## config.mk

```make
export PLATFORM = sky130hd
export DESIGN_NAME = cst_timing
export DESIGN_NICKNAME = d
export VERILOG_FILES = /design/src/rtl/cst_pkg.sv /design/src/rtl/cst_timing.sv
export SDC_FILE = /design/constraint.sdc
export NUM_CORES = 1
export LEC_CHECK = 0
export BUFFER_PORTS_ARGS = -buffer_cell sky130_fd_sc_hd__buf_2
export CAP_MARGIN = 5
export CORE_AREA = 5 5 198 200
export CTS_CLUSTER_SIZE = 10
export DETAILED_ROUTE_END_ITERATION = 8
export DIE_AREA = 0 0 203 205
export REMOVE_ABC_BUFFERS = 1
export SYNTH_ARGS = -nofsm -noshare
export SYNTH_HDL_FRONTEND = slang
export SYNTH_SLANG_ARGS = --single-unit
```

## constraint.sdc

```tcl
create_clock -name mclk -period 10.15 [get_ports mclk]
set_input_delay 1.015 -clock mclk [delete_from_list [all_inputs] [get_ports mclk]]
set_output_delay 1.015 -clock mclk [all_outputs]
set_load 0.1 [all_outputs]
```

## src/rtl/cst_pkg.sv

```systemverilog
package cst_pkg;

    // ****************************************
    // Register map (byte addresses)
    // ****************************************
    localparam logic [7:0] CST_HPOS_OFS     = 8'h00;
    localparam logic [7:0] CST_HLEN_OFS     = 8'h04;
    localparam logic [7:0] CST_HSEND_OFS    = 8'h08;
    localparam logic [7:0] CST_HBRISE_OFS   = 8'h0c;
    localparam logic [7:0] CST_HBFALL_OFS   = 8'h10;
    localparam logic [7:0] CST_HPRE_OFS     = 8'h14;
    localparam logic [7:0] CST_VPOS_OFS     = 8'h18;
    localparam logic [7:0] CST_VLEN_OFS     = 8'h1c;
    localparam logic [7:0] CST_VSEND_OFS    = 8'h20;
    localparam logic [7:0] CST_VBRISE_OFS   = 8'h24;
    localparam logic [7:0] CST_VBFALL_OFS   = 8'h28;
    localparam logic [7:0] CST_VPRE_OFS     = 8'h2c;
    localparam logic [7:0] CST_SERIAL_OFS   = 8'h30;
    localparam logic [7:0] CST_CTRL_OFS     = 8'h34;

    localparam int         CST_CW           = 12;
    localparam logic [11:0] CST_CNT_RESET   = 12'h000;
    localparam logic [1:0]  CST_CTRL_RESET  = 2'h0;
    localparam int         CST_CTRL_VONLY   = 0;
    localparam int         CST_CTRL_RUN     = 1;

    // ****************************************
    // Carrier types
    // ****************************************
    typedef struct packed {
        logic hsync_n;
        logic vsync_n;
        logic hblank_n;
        logic vblank_n;
    } cst_video_type;

    typedef struct packed {
        logic hsync_n;
        logic vsync_n;
    } cst_ext_sync_type;

    typedef struct packed {
        logic        psel;
        logic        penable;
        logic        pwrite;
        logic [7:0]  paddr;
        logic [31:0] pwdata;
    } cst_apb_req_type;

endpackage : cst_pkg

```

## src/rtl/cst_timing.sv

```systemverilog
// The APB slave port and the register offsets were chosen for this implementation.
`timescale 1ns/1ps
// How it works
// - Read-only 12-bit horizontal counter steps on each timing clock from host value.
// - Horizontal counter equal to horizontal length means wrap.
// - Horizontal sync ends when horizontal count reaches sync end register.
// - Horizontal blank rises at the horizontal blank rise register position.
// - Horizontal blank falls at the horizontal blank fall register position.
// - Any horizontal sync or external vertical sync loads horizontal preload.
// - Read-only 12-bit vertical counter steps once per horizontal sync.
// - Vertical counter compared against vertical length minus one decides wrap.
// - Vertical sync ends when line count reaches vertical sync end register.
// - Vertical blank rises at the vertical blank rise register line.
// - Vertical blank falls at the vertical blank fall register line.
// - Any vertical sync loads vertical counter from vertical preload register.
// - Serial tracker clears after each read transfer, counts timing clocks.
// - Tracker mirrors half flag and triggers shift register loads.
// - Vertical counter runs from vertical preload to length minus one, then repeats.
// - External vertical-only mode preloads both counters on vsync fall.
module cst_timing
    import cst_pkg::*;
#(
    parameter int SERIAL_W = 9
)(
    input  wire logic               mclk,
    input  wire logic               reset,
    input  wire logic               crt_timing_clock,
    input  wire logic               read_transfer_done,
    input  wire logic               ext_hsync_n,
    input  wire logic               ext_vsync_n,
    input  wire logic               psel,
    input  wire logic               penable,
    input  wire logic               pwrite,
    input  wire logic [7:0]         paddr,
    input  wire logic [31:0]        pwdata,
    output logic      [31:0]        prdata,
    output logic                    pready,
    output logic                    pslverr,
    output cst_video_type           video,
    output logic                    serial_half_flag,
    output logic                    shift_load_req
);

    initial
    begin
        if (SERIAL_W < 2 || SERIAL_W > 16)
            $error("SERIAL_W must be 2..16");
    end

    // ****************************************
    // Registers
    // ****************************************
    logic [11:0]         hpos;
    logic [11:0]         hlen;
    logic [11:0]         hsend;
    logic [11:0]         hbrise;
    logic [11:0]         hbfall;
    logic [11:0]         hpre;
    logic [11:0]         vpos;
    logic [11:0]         vlen;
    logic [11:0]         vsend;
    logic [11:0]         vbrise;
    logic [11:0]         vbfall;
    logic [11:0]         vpre;
    logic [1:0]          ctrl;
    logic [SERIAL_W-1:0] serial_count;
    logic                ext_h_d;
    logic                ext_v_d;
    logic                half_d;

    logic                apb_access;
    logic                apb_write;
    logic                ext_h_fall;
    logic                ext_v_fall;
    logic                run;
    logic                int_hsync;
    logic                int_vsync;
    logic                hsync_evt;
    logic                vsync_evt;
    logic                h_preload;
    logic                v_preload;
    logic [11:0]         next_hpos;
    logic [11:0]         next_vpos;
    logic [31:0]         next_prdata;
    logic                next_half;

    assign apb_access = psel && penable;
    assign apb_write  = apb_access && pwrite;
    assign run        = ctrl[CST_CTRL_RUN];

    // ****************************************
    // Sync events
    // ****************************************
    // Inputs are synchronous; fall seen as high-then-low.
    assign ext_h_fall = ext_h_d && !ext_hsync_n;
    assign ext_v_fall = ext_v_d && !ext_vsync_n;

    always_ff @(posedge mclk)
    begin
        if (reset)
        begin
            ext_h_d <= 1'b1;
            ext_v_d <= 1'b1;
        end
        else
        begin
            ext_h_d <= ext_hsync_n;
            ext_v_d <= ext_vsync_n;
        end
    end

    // Internal sync starts when the line wraps (count equal to horizontal length)
    assign int_hsync = run && crt_timing_clock && (hpos == hlen);
    assign int_vsync = int_hsync && (vpos == vlen - 12'h001);
    // External hsync ignored in vertical-only mode
    assign hsync_evt = int_hsync || (ext_h_fall && !ctrl[CST_CTRL_VONLY]);
    assign vsync_evt = int_vsync || ext_v_fall;
    assign h_preload = hsync_evt || ext_v_fall;
    assign v_preload = vsync_evt;

    // ****************************************
    // Counters
    // ****************************************
    always_comb
    begin
        next_hpos = hpos;
        if (h_preload)
            next_hpos = hpre;
        else if (run && crt_timing_clock)
            next_hpos = hpos + 12'h001;
    end

    always_comb
    begin
        next_vpos = vpos;
        if (v_preload)
            next_vpos = vpre;
        else if (hsync_evt)
            next_vpos = vpos + 12'h001;
    end

    always_ff @(posedge mclk)
    begin
        if (reset)
        begin
            hpos <= CST_CNT_RESET;
            vpos <= CST_CNT_RESET;
        end
        else
        begin
            hpos <= next_hpos;
            vpos <= next_vpos;
        end
    end

    // ****************************************
    // Sync and blank outputs
    // ****************************************
    // Edges set by equality so a mid-frame register write takes effect when the count next equals it.
    always_ff @(posedge mclk)
    begin
        if (reset)
        begin
            video <= '{hsync_n: 1'b1, vsync_n: 1'b1, hblank_n: 1'b1, vblank_n: 1'b1};
        end
        else
        begin
            if (next_hpos == hsend)
                video.hsync_n <= 1'b1;
            else if (h_preload)
                video.hsync_n <= 1'b0;
            if (next_hpos == hbrise)
                video.hblank_n <= 1'b1;
            else if (next_hpos == hbfall)
                video.hblank_n <= 1'b0;
            if (next_vpos == vsend)
                video.vsync_n <= 1'b1;
            else if (v_preload)
                video.vsync_n <= 1'b0;
            if (next_vpos == vbrise)
                video.vblank_n <= 1'b1;
            else if (next_vpos == vbfall)
                video.vblank_n <= 1'b0;
        end
    end

    // ****************************************
    // Serial buffer tracker
    // ****************************************
    always_ff @(posedge mclk)
    begin
        if (reset)
            serial_count <= '0;
        else if (read_transfer_done)
            serial_count <= '0;
        else if (crt_timing_clock)
            serial_count <= serial_count + 1'b1;
    end

    // Top bit is the half flag; its rise asks for a split reload
    assign next_half = serial_count[SERIAL_W-1];

    always_ff @(posedge mclk)
    begin
        if (reset)
        begin
            half_d           <= 1'b0;
            serial_half_flag <= 1'b0;
            shift_load_req   <= 1'b0;
        end
        else
        begin
            half_d           <= next_half;
            serial_half_flag <= next_half;
            shift_load_req   <= next_half && !half_d;
        end
    end

    // ****************************************
    // APB slave
    // ****************************************
    always_ff @(posedge mclk)
    begin
        if (reset)
        begin
            hlen   <= CST_CNT_RESET;
            hsend  <= CST_CNT_RESET;
            hbrise <= CST_CNT_RESET;
            hbfall <= CST_CNT_RESET;
            hpre   <= CST_CNT_RESET;
            vlen   <= CST_CNT_RESET;
            vsend  <= CST_CNT_RESET;
            vbrise <= CST_CNT_RESET;
            vbfall <= CST_CNT_RESET;
            vpre   <= CST_CNT_RESET;
            ctrl   <= CST_CTRL_RESET;
        end
        else if (apb_write)
        begin
            unique case (paddr)
                CST_HLEN_OFS:   hlen   <= pwdata[11:0];
                CST_HSEND_OFS:  hsend  <= pwdata[11:0];
                CST_HBRISE_OFS: hbrise <= pwdata[11:0];
                CST_HBFALL_OFS: hbfall <= pwdata[11:0];
                CST_HPRE_OFS:   hpre   <= pwdata[11:0];
                CST_VLEN_OFS:   vlen   <= pwdata[11:0];
                CST_VSEND_OFS:  vsend  <= pwdata[11:0];
                CST_VBRISE_OFS: vbrise <= pwdata[11:0];
                CST_VBFALL_OFS: vbfall <= pwdata[11:0];
                CST_VPRE_OFS:   vpre   <= pwdata[11:0];
                CST_CTRL_OFS:   ctrl   <= pwdata[1:0];
                default:        ;
            endcase
        end
    end

    always_comb
    begin
        next_prdata = 32'h0000_0000;
        unique case (paddr)
            CST_HPOS_OFS:   next_prdata[11:0] = hpos;
            CST_HLEN_OFS:   next_prdata[11:0] = hlen;
            CST_HSEND_OFS:  next_prdata[11:0] = hsend;
            CST_HBRISE_OFS: next_prdata[11:0] = hbrise;
            CST_HBFALL_OFS: next_prdata[11:0] = hbfall;
            CST_HPRE_OFS:   next_prdata[11:0] = hpre;
            CST_VPOS_OFS:   next_prdata[11:0] = vpos;
            CST_VLEN_OFS:   next_prdata[11:0] = vlen;
            CST_VSEND_OFS:  next_prdata[11:0] = vsend;
            CST_VBRISE_OFS: next_prdata[11:0] = vbrise;
            CST_VBFALL_OFS: next_prdata[11:0] = vbfall;
            CST_VPRE_OFS:   next_prdata[11:0] = vpre;
            CST_SERIAL_OFS: next_prdata[SERIAL_W-1:0] = serial_count;
            CST_CTRL_OFS:   next_prdata[1:0] = ctrl;
            default:        next_prdata = 32'h0000_0000;
        endcase
    end

    // Registered answer: pready in the first cycle of the access phase
    always_ff @(posedge mclk)
    begin
        if (reset)
        begin
            pready  <= 1'b0;
            pslverr <= 1'b0;
            prdata  <= 32'h0000_0000;
        end
        else
        begin
            pready  <= psel && !penable;
            pslverr <= psel && !penable && (paddr > CST_CTRL_OFS || paddr[1:0] != 2'h0);
            prdata  <= next_prdata;
        end
    end

endmodule : cst_timing

```

-- Word level (Yosys, flattened, before mapping)
Index checks and enable logic that the tools add are counted.
- output and inout port bits: 40
- logic and storage cells: 97
- register bits: 197
- input bits: 49
- equal/unequal tests: 21
- mux-type cells: 7
- add/sub/neg operators: 4
- order comparisons: 1
- reduce and logical (&&, ||, !) cells: 38
- operators by type and width (cell ; number):
    $eq 12x12->1 ; 8
    $pmux 7 s13 ; 1
    $eq 8x6->1 const B ; 6
    $mux 12 ; 4
    $pmux 3 s12 ; 1
    $eq 8x5->1 const B ; 4
    $pmux 2 s14 ; 1
    $add 12x1->12 const B ; 2
    $reduce_and 2->1 ; 11
    $eq 8x4->1 const B ; 2
    $sub 12x1->12 const B ; 1
    $logic_and 1x1->1 ; 11
    $reduce_or 2->1 ; 5
    $add 9x1->9 const B ; 1
    $eq 8x3->1 const B ; 1
    $gt 8x6->1 const B ; 1
    $logic_not 8->1 ; 1
    $logic_not 1->1 ; 5
    $logic_or 1x1->1 ; 4
    $reduce_bool 2->1 ; 1

-- Depth between registers and ports, before layout
Gate-level depths: netlist (run 1).
- word-level depth: 8
- mapped depth: 16
- depth with buffers taken out: 12

-- Worst setup path before layout (run 1)
OpenSTA, ideal clock, no wires.
- path kind: input-to-reg
- from: input crt_timing_clock
- to: register video[0] in the netlist's numbering
- arrival time: 3.528 ns
- setup slack: 6.500 ns
- data required time: 10.028 ns
- buffers on the path: 4
- setup time: 0.122 ns
- stages: 14
- cells stage by stage: buf_2 > and2_1 > buf_2 > nand2_1 > nor4_2 > o2111ai_1 > o31ai_2 > buf_6 > buf_12 > mux2i_1 > o22ai_1 > a221oi_2 > nand4_1 > a221o_1
- cells in the longest elaborated chain, start to end: 7
- RTL lines (element ; RTL line ; RTL):
    from (decl) ; cst_timing.sv:27 ; input wire logic crt_timing_clock,
    $logic_and 1x1->1 * (2 in a row) ; cst_timing.sv:113 ; assign int_hsync = run && crt_timing_clock && (hpos == hlen);
    $logic_or 1x1->1 or $logic_and 1x1->1 (tied branches) ; cst_timing.sv:116, cst_timing.sv:114 ;
    $mux 12 or $logic_or 1x1->1 (tied branches) ; cst_timing.sv:138, cst_timing.sv:117 ;
    $mux 12 * ; cst_timing.sv:136 ; if (v_preload)
    $eq 12x12->1 ; cst_timing.sv:180 ; if (next_vpos == vbrise)
    $reduce_or 2->1 (no line) ; n/a ;
    to (signal assigned) ; cst_timing.sv:164 ; video <= '{hsync_n: 1'b1, vsync_n: 1'b1, hblank_n: 1'b1, vblank_n: 1'b1};
    to (decl) ; cst_timing.sv:39 ; output cst_video_type video,
Mark *: on every way between the ends. The rest lies on a longest branch, timed or not.
A chain may end at the register's enable or synchronous reset.

-- Worst setup path after layout (run 1)
- from: register vlen[0]
- to: register video[0] in the netlist's numbering
- cells in the longest elaborated chain, start to end: 7
- RTL lines (element ; RTL line ; RTL):
    from (decl) ; cst_timing.sv:60 ; logic [11:0] vlen;
    from (signal assigned) ; cst_timing.sv:246 ; CST_VLEN_OFS: vlen <= pwdata[11:0];
    $sub 12x1->12 * ; cst_timing.sv:114 ; assign int_vsync = int_hsync && (vpos == vlen - 12'h001);
    $eq 12x12->1 * ; cst_timing.sv:114 ;
    $logic_and 1x1->1 * ; cst_timing.sv:114 ;
    $logic_or 1x1->1 * ; cst_timing.sv:117 ; assign vsync_evt = int_vsync || ext_v_fall;
    $mux 12 * ; cst_timing.sv:136 ;
    $eq 12x12->1 ; cst_timing.sv:180 ;
    $reduce_or 2->1 (no line) ; n/a ;
Marks and branches as above.

==> results of run 1 <==
## cell usage in the layout (no fill, tap or decap), types with 4 or more instances in the layout
cell,count
nand2_1,291
dfxtp_1,177
a21oi_1,132
xnor2_1,81
nor2_1,65
buf_2,47
xor2_1,38
a221oi_1,30
buf_4,24
a22o_1,21
conb_1,20
a22oi_1,18
nand3_1,17
clkbuf_16,17
nand4_1,15
nor3_1,14
a31oi_1,14
inv_1,13
o21ai_1,12
mux2i_1,12
nor4_1,11
and3_1,10
a222oi_1,9
o2111ai_1,9
and2_1,7
o22ai_1,7
nor2b_1,6
or2_2,6
o21ai_0,5
inv_6,5
ha_1,4
## flip-flops by register name, summed over array words and instances, names as in the netlist, 2 cells and up
signal	flops
hlen	12
vbrise	12
prdata	12
hpos	12
vsend	12
hbfall	12
vpos	12
ctrl	2
video	4
vbfall	12
hpre	12
hbrise	12
vpre	12
vlen	12
hsend	12
serial_count	9
## power by group through the flow
stage	Clock, mW	Combinational [mW]	Sequential, mW
4_1_cts	0.684	0.139	0.707
5_1_grt	0.718	0.147	0.708
3_3_place_gp	0	0.138	0.723
3_5_place_dp	0	0.138	0.723
6_report	0.675	0.140	0.707
2_1_floorplan	0	0.0820	0.731
## final timing paths
| path | end | cells after the start | slack (ns) |
|---|---|---|---|
| hold reg to reg | shift_load_req | 1 | 0.41 |
| setup reg to reg | video[0] | 12 | 5.57 |
| setup / recovery | video[0] | 12 | 5.57 |
| hold / removal | shift_load_req | 1 | 0.41 |
## cell families after synthesis
family | after synthesis | share of synthesized area
fa+ha+maj | 4 | 0.00544
other cells | 1 | 0.000407
flops | 177 | 0.385
simple gates | 462 | 0.216
xor+xnor | 119 | 0.113
mux | 16 | 0.0185
buf+inv | 113 | 0.0587
compound gates | 284 | 0.203
## final cells by class
type / count / area (um2) / share of cell area
repair buffers: 71 / 415 / 0.0399
inverters: 14 / 52.6 / 0.00505
well taps: 474 / 593 / 0.0570
flip-flops and latches: 177 / 3540 / 0.340
clock buffers: 17 / 425 / 0.0409
multi-input cells: 905 / 5220 / 0.501
clock inverters: 14 / 168 / 0.0161
## per-stage QoR
stage	util	power [mW]	hold slack, ns	area (um2)	worst slack [ns]
3_5_place_dp	0.264	0.862	0.399	9820	5.33
6_report	0.280	1.52	0.412	10400	5.57
3_3_place_gp	0.264	0.861	0.396	9820	5.36
5_1_grt	0.280	1.57	0.454	10400	5.27
4_1_cts	0.280	1.53	0.412	10400	5.59
2_1_floorplan	-	0.813	0.439	8790	5.51
## per-layer routing
layer / up-vias / wire length (um)
li1: 4078 / -
met1: 4231 / 14500
met2: 436 / 16000
met3: 64 / 2880
met4: 0 / 850
met5: - / 0
==> reports/metrics.cfg, run 1 <==
[outcome]
outcome = complete, no violations

[min_path]
hp-start = half_d
min_path_type = reg -> reg

[timing]
finalHoldViolCount = 0
fin_tns_setup_ns = 0
period_share = 0.452
worst_slew_pin_slew_ns = 1.29
final.min_clock_period_ns = 4.58
fmax_mhz = 218
relSlewSlack = 0.139
finalMaxSlewViolations = 0
finalClockSkew_ns = 0.0148
rsz0062_at_grt = no
setup_viol = 0

[yosys]
postSynthAreaPerCell_um2 = 7.83
yosys.cell_count.top_type = nand2_1
netlist_area_um2 = 9200
synth-seq-cells = 177
synth_top_cell_area_share = 0.385
async_reset_ff_frac = 0
synth_area_leader_cell = dfxtp_1
synth-edff-count = 0
synthCells = 1176
synth_warnings = 0
synth_area_leaders = dfxtp_1, nand2_1, xnor2_1
synth_ff_type = dfxtp_1
yosysSeqAreaShare = 0.385
synth.distinct_cells = 64
synth_common_cells = nand2_1, dfxtp_1, a21oi_1

[placed_design]
place_inst = 1641
hpwl_um = 25100
portBuffers = 48
globalplace.congestion = 0.949

[setup_path]
slowest_delay_ns = 0.93
start_kind = register
path_buf_inv = 1
critPathLaunch = vlen[0]
arrival_ns = 4.91
crit_path_top_delay_cell = o31ai_4
criticalPathCategory = reg -> reg
endpoint_kind = register
timing.rr.start = vlen[0]
cp_max_fo = 18
cp_cell_sequence = inv_1 > ha_1 > or4b_1 > o22ai_1 > a2111oi_0 > o2111ai_1 > o31ai_4 > mux2i_1 > xnor2_1 > a211oi_1 > nand4_1 > a221o_1
worstPathRequired_ns = 10.48
critPathTopFamily = compound AO/OA/AOI/OAI gates

[drt]
vias = 8809
drt_first_pass_iters = 8
drc = 0
totalWireLength_um = 34200
drtIter0Drc = 1124
ant_nets = 0
routedWlPerCell_um = 20.5
routed_via_density = 5.27

[global_route]
met3_usage = 0.0326
antenna_found_initial = 0
grt_pass1_vias = 8129
grt_usage = 0.161
met1_usage = 0.215
met2_usage = 0.261
grt_pass1_wl_um = 51300
gr-total-overflow = 0
busiest_layer = met2
grt_max_degree = 64

[clocking]
cts.hold.buffers_added = 0
clkTransAtPathRegs_ns = 0.08
cts_buffers = 17
cts_resized = 0
htreeDepth = 4
clk_path_buf_depth = 2
tritoncts = yes
clkSinkCount = 177
cts_setup_buffers = 0
root_buffer = clkbuf_16
clock_latency_ns = 0.44

[floorplanning]
dieHeight_um = 205
start_util = 0.247
num_rows = 71
core_um2 = 37200
dieArea_um2 = 41600
ios = 89
die_x_um = 203

[power]
combPwrFrac = 0.092
clkPwrFrac = 0.443
vdd_drop_max_uv = 118
seq_power_share = 0.465
p_switching_mw = 0.439
swShare = 0.289
leakagePower_nw = 3.47
power.density_nw_per_um2 = 146
internal-power_mw = 1.08

[layout]
fill_cells = 3968
finish.net_count = 1239
area_growth_pct = 13.1
layout.cells.non_filler = 1672
final_layout_size_suffix_gt1_frac = 0.102
n_antenna_cell = 0

[run]
cap_violations = 0

Power figures use the tool's default switching activity.
==> inputs of run 2 (changes only) <==
Clock period 10.15 ns to 4.7 ns, I/O delays scaled along.
==> run 2 against run 1 <==
Compared with the run above:
- cell count rose by 0.24%
- hold slack got worse by 0.19 ns
- critical path depth did not move
- routed wire length rose by 0.20%
- maximum frequency rose by 21%
- clock skew rose by 0.0031 ns
- setup slack got worse by 4.6 ns
- utilization did not move
- non-clock buffer count rose by 3
- die area did not move
- combinational power rose by 120%
- critical endpoint unchanged
- largest power group unchanged
- highest routed layer unchanged
==> reports/metrics.cfg, run 2 (same netlist as run 1, synthesis figures left out) <==
[floorplanning]
num_rows = 71  ; unchanged
core_um2 = 37200  ; unchanged
die_x_um = 203  ; unchanged
ios = 89  ; unchanged
dieArea_um2 = 41600  ; unchanged
dieHeight_um = 205  ; unchanged
start_util = 0.247  ; unchanged

[placed_design]
hpwl_um = 25200  ; +0.32%
globalplace.congestion = 0.944  ; -0.52%
placed_cell_area_um2 = 9840  ; +0.23%
pre_cts_ws_ns = 0.851  ; -4.48 ns
portBuffers = 48  ; unchanged

[timing]
finalClockSkew_ns = 0.0179  ; +0.00315 ns
finalHoldViolCount = 0  ; unchanged
worst_slew_pin_slew_ns = 1.31  ; +0.0247 ns
period_share = 0.805  ; +0.353
fin_tns_setup_ns = 0  ; unchanged
rsz0062_at_grt = no
fmax_mhz = 264  ; +21%
setup_ws_ns = 0.918  ; -4.65 ns
relSlewSlack = 0.122  ; -0.0165
finalMaxSlewViolations = 0  ; unchanged
final.min_clock_period_ns = 3.78  ; -0.801 ns
setup_viol = 0  ; unchanged

[clocking]
cts.hold.buffers_added = 0  ; unchanged
cts_resized = 0  ; unchanged
tritoncts = yes
clkTransAtPathRegs_ns = 0.08  ; about the same
clock_latency_ns = 0.44  ; about the same
cts_buffers = 17  ; unchanged
cts_setup_buffers = 0  ; unchanged
clkSinkCount = 177  ; unchanged
root_buffer = clkbuf_16
clk_path_buf_depth = 2  ; unchanged
htreeDepth = 4  ; unchanged

[layout]
final_area_um2 = 10400  ; unchanged
area_growth_pct = 13.1  ; unchanged
fill_cells = 3991  ; +0.58%
layout_common_cells = nand2_1, dfxtp_1, a21oi_1
n_antenna_cell = 0  ; unchanged
finish.net_count = 1242  ; +0.24%
final_layout_size_suffix_gt1_frac = 0.105  ; +0.00299
mostFrequentLayoutCell = nand2_1
multi_input_area_um2 = 5220  ; unchanged
regArea_um2 = 3540  ; unchanged

[drt]
routed_via_density = 5.19  ; -1.5%
routedWlPerCell_um = 20.5  ; about the same
ant_nets = 0  ; unchanged
totalWireLength_um = 34300  ; +0.20%
drt_first_pass_iters = 8  ; unchanged
vias = 8702  ; -1.2%
drtIter0Drc = 1134  ; +0.89%
drc = 0  ; unchanged

[global_route]
grt_pass1_wl_um = 51100  ; -0.38%
grt_usage = 0.161  ; +0.000423
antenna_found_initial = 0  ; unchanged
gr-total-overflow = 0  ; unchanged
grt_pass1_vias = 8283  ; +1.9%
grt_max_degree = 72  ; +13%

[setup_path]
timing.rr.start = vlen[1]
reg2reg_setup_slack_ns = 0.92  ; -4.65 ns
reg2reg_depth = 12  ; unchanged
worstPathRequired_ns = 5.09  ; -5.39 ns
start_kind = register
endpoint_kind = register
worstReg2RegEnd = video[0]
arrival_ns = 4.17  ; -0.74 ns
criticalPathCategory = reg -> reg
cp_max_fo = 16  ; -2

[min_path]
min_path_type = in -> reg
whs_endpoint = pready
hp-start = penable
hold_depth = 2  ; +1

[power]
power.density_nw_per_um2 = 310  ; +110%
leakagePower_nw = 3.47  ; about the same
vdd_drop_max_uv = 239  ; +100%
finalPower_mw = 3.22  ; +110%

[run]
cap_violations = 0  ; unchanged

[outcome]
outcome = complete, no violations

[run 2: changes by cell type in the layout (fill, tap and decap cells not counted)]
cell	before	now
clkinvlp_4	0	2
clkinv_4	2	4
bufinv_16	1	0
inv_6	5	4
clkinv_8	3	2
buf_4	24	27
[run 2: routing by layer]
metal / vias to the layer above / share of wire / GRT usage
met1: 4134 / 0.42 / 0.210
met4: 0 / 0.036 / 0.0633
met3: 76 / 0.085 / 0.0378
li1: 4081 / - / -
met2: 411 / 0.46 / 0.259
met5: - / 0 / 0
[run 2: critical path, cell delays in order (launching register included)]
cell and delay, ns:
dfxtp_1 0.44, inv_1 0.07, ha_1 0.30, or4b_1 0.24
o22ai_1 0.09, a2111oi_0 0.44, o2111ai_1 0.26, o31ai_4 0.32
buf_4 0.33, mux2i_1 0.39, xnor2_1 0.14, a2111oi_0 0.49
a221o_1 0.23
[run 2: power by group]
part           internal, mW  switching [mW]
registers              1.51          0.0173
logic                0.0709           0.230
clock network         0.702           0.692
total                  2.28           0.940
[run 2: area by class of cell]
type | instances | area share
clock buffer | 17 | 0.0409
clock inverter | 15 | 0.0139
inverter | 14 | 0.00505
multi-input combinational | 905 | 0.501
sequential | 177 | 0.340
tap | 474 | 0.0570
timing repair buffer | 74 | 0.0421
[run 2: worst max path at each step]
stage / slack (ns) / startpoint / to
floorplan: 0.61 / crt_timing_clock / video[0]
global placement: 0.88 / crt_timing_clock / video[0]
detailed placement: 0.85 / crt_timing_clock / video[0]
CTS: 0.95 / vlen[1] / video[0]
global route: 0.64 / vlen[1] / video[0]
finish: 0.92 / vlen[1] / video[0]
[run 2: through the flow]
| step | hold slack, ns | util | std cells |
|---|---|---|---|
| floorplan | 0.439 | - | 1096 |
| global placement | 0.395 | 0.264 | 1644 |
| detailed placement | 0.405 | 0.264 | 1644 |
| CTS | 0.208 | 0.280 | 1676 |
| global route | 0.237 | 0.280 | 1676 |
| finish | 0.226 | 0.280 | 1676 |
==> inputs of run 3 (changes only) <==
Clock period 4.7 ns to 3.6 ns, I/O delays scaled along.
==> run 3 against run 2 <==
Compared with the run above:
- register-to-register slack lost 0.78 ns
- routed wire length rose by 2.9%
- clock-buffer cell count up 3
- cell area up 3.0%
- largest cell class unchanged
==> reports/metrics.cfg, run 3 (same netlist as run 1, synthesis figures left out) <==
[outcome]
outcome = complete, no violations

[power]
clkPwrFrac = 0.436  ; +0.003
internal-power_mw = 3.11  ; +36%
vdd_drop_max_uv = 347  ; +46%
p_switching_mw = 1.16  ; +24%
seq_power_share = 0.466  ; -0.008
combPwrFrac = 0.098  ; +0.005
power.density_nw_per_um2 = 398  ; +29%
swShare = 0.272  ; -0.0195
leakagePower_nw = 3.67  ; +5.7%

[floorplanning]
core_um2 = 37200  ; unchanged
die_x_um = 203  ; unchanged
start_util = 0.247  ; unchanged
num_rows = 71  ; unchanged
dieHeight_um = 205  ; unchanged
dieArea_um2 = 41600  ; unchanged
ios = 89  ; unchanged

[layout]
finish.net_count = 1278  ; +2.9%
mostFrequentLayoutCell = nand2_1
area_growth_pct = 16.5
n_antenna_cell = 0  ; unchanged
layout.cells.non_filler = 1712  ; +2.1%
final_area_um2 = 10700  ; +3.0%
final_layout_size_suffix_gt1_frac = 0.129  ; +0.0244
layout_common_cells = nand2_1, dfxtp_1, a21oi_1

[setup_path]
slowest_delay_ns = 0.52  ; +0.03 ns
arrival_ns = 3.85  ; -0.32 ns
worstPathRequired_ns = 3.99  ; -1.10 ns
criticalPathCategory = reg -> reg
endpoint_kind = register
cp_cell_sequence = inv_1 > ha_1 > or4b_1 > o22ai_1 > a2111oi_1 > o2111ai_1 > o31ai_4 > buf_12 > mux2i_1 > xnor2_1 > a2111oi_1 > a221o_1
crit_path_top_delay_cell = a2111oi_1
critPathTopFamily = compound AO/OA/AOI/OAI gates
cp_max_fo = 17  ; +1
cpMostUsedCell = a2111oi_1
reg2reg_depth = 12  ; unchanged
crit_cells = 12  ; unchanged
path_buf_inv = 2  ; unchanged
start_kind = register

[timing]
worst_slew_pin_slew_ns = 0.698  ; -0.614 ns
setup_viol = 0  ; unchanged
final.min_clock_period_ns = 3.46  ; -0.320 ns
finalMaxSlewViolations = 0  ; unchanged
setup_ws_ns = 0.139  ; -0.780 ns
hold_ws_ns = 0.118  ; -0.108 ns
finalClockSkew_ns = 0.0132  ; -0.00471 ns
fmax_mhz = 289  ; +9.3%
period_share = 0.962  ; +0.157
fin_tns_setup_ns = 0  ; unchanged
relSlewSlack = 0.532  ; +0.409
finalHoldViolCount = 0  ; unchanged
rsz0062_at_grt = no

[drt]
totalWireLength_um = 35300  ; +2.9%
routedWlPerCell_um = 20.6  ; +0.78%
drtIter0Drc = 1118  ; -1.4%
vias = 8915  ; +2.4%
drc = 0  ; unchanged
drt_first_pass_iters = 7  ; -1
ant_nets = 0  ; unchanged
routed_via_density = 5.21  ; +0.29%

[min_path]
hold_depth = 2  ; unchanged
min_path_type = in -> reg

[global_route]
grt_pass1_wl_um = 52700  ; +3.1%
grt_max_degree = 88  ; +22%
grt_usage = 0.166  ; +0.00516
antenna_found_initial = 0  ; unchanged
grt_pass1_vias = 8485  ; +2.4%
gr-total-overflow = 0  ; unchanged

[clocking]
root_buffer = clkbuf_16
clkSinkCount = 177  ; unchanged
tritoncts = yes
clock_latency_ns = 0.44  ; about the same
htreeDepth = 4  ; unchanged
cts_buffers = 17  ; unchanged
cts_setup_buffers = 0  ; unchanged
clkTransAtPathRegs_ns = 0.07  ; about the same
clk_path_buf_depth = 2  ; unchanged

[placed_design]
pre_cts_ws_ns = -0.102  ; -0.953 ns
placed_cell_area_um2 = 10100  ; +3.0%
globalplace.congestion = 0.918  ; -2.7%
hpwl_um = 26100  ; +3.5%
place_inst = 1680  ; +2.2%
portBuffers = 48  ; unchanged

[run]
cap_violations = 0  ; unchanged

run 3: worst paths after layout:
check | from | end | slack, ns
max | vlen[0] | video[0] | 0.14
min | penable | pready | 0.12
max reg2reg | vlen[0] | video[0] | 0.14
min reg2reg | half_d | shift_load_req | 0.40
run 3: area by class of cell:
cell class,instances,area (um2)
timing repair buffer,110,746
tap,474,593
clock buffer,20,437
sequential,177,3540
fill,3919,26500
inverter,14,52.6
clock inverter,12,134
multi-input combinational,905,5220
run 3: power by group through the flow:
stage	Sequential (mW)	Combinational, mW	Clock (mW)
final	1.99	0.418	1.86
after global placement	2.03	0.413	0
after CTS	1.99	0.414	1.89
after global routing	1.99	0.443	1.96
after detailed placement	2.03	0.413	0
after floorplan	2.06	0.231	0
run 3: what timing repair did:
item                                    4_1_cts  5_1_grt
endpoints found under the hold margin         0        0
hold buffers                                  0        0
endpoints found under the setup margin        1        2
gates resized for setup                       1        4
run 3: routing by layer:
layer,global-route usage,up-vias,share of wire
met1,0.217,4224,0.42
met5,0,-,0
met4,0.0805,0,0.047
met3,0.0332,85,0.083
met2,0.264,451,0.45
li1,-,4155,-
run 3: stage by stage:
step            util  power [mW]
6_report       0.288        4.27
5_1_grt        0.288        4.40
4_1_cts        0.288        4.30
3_5_place_dp   0.272        2.45
3_3_place_gp   0.272        2.45
2_1_floorplan      -        2.29
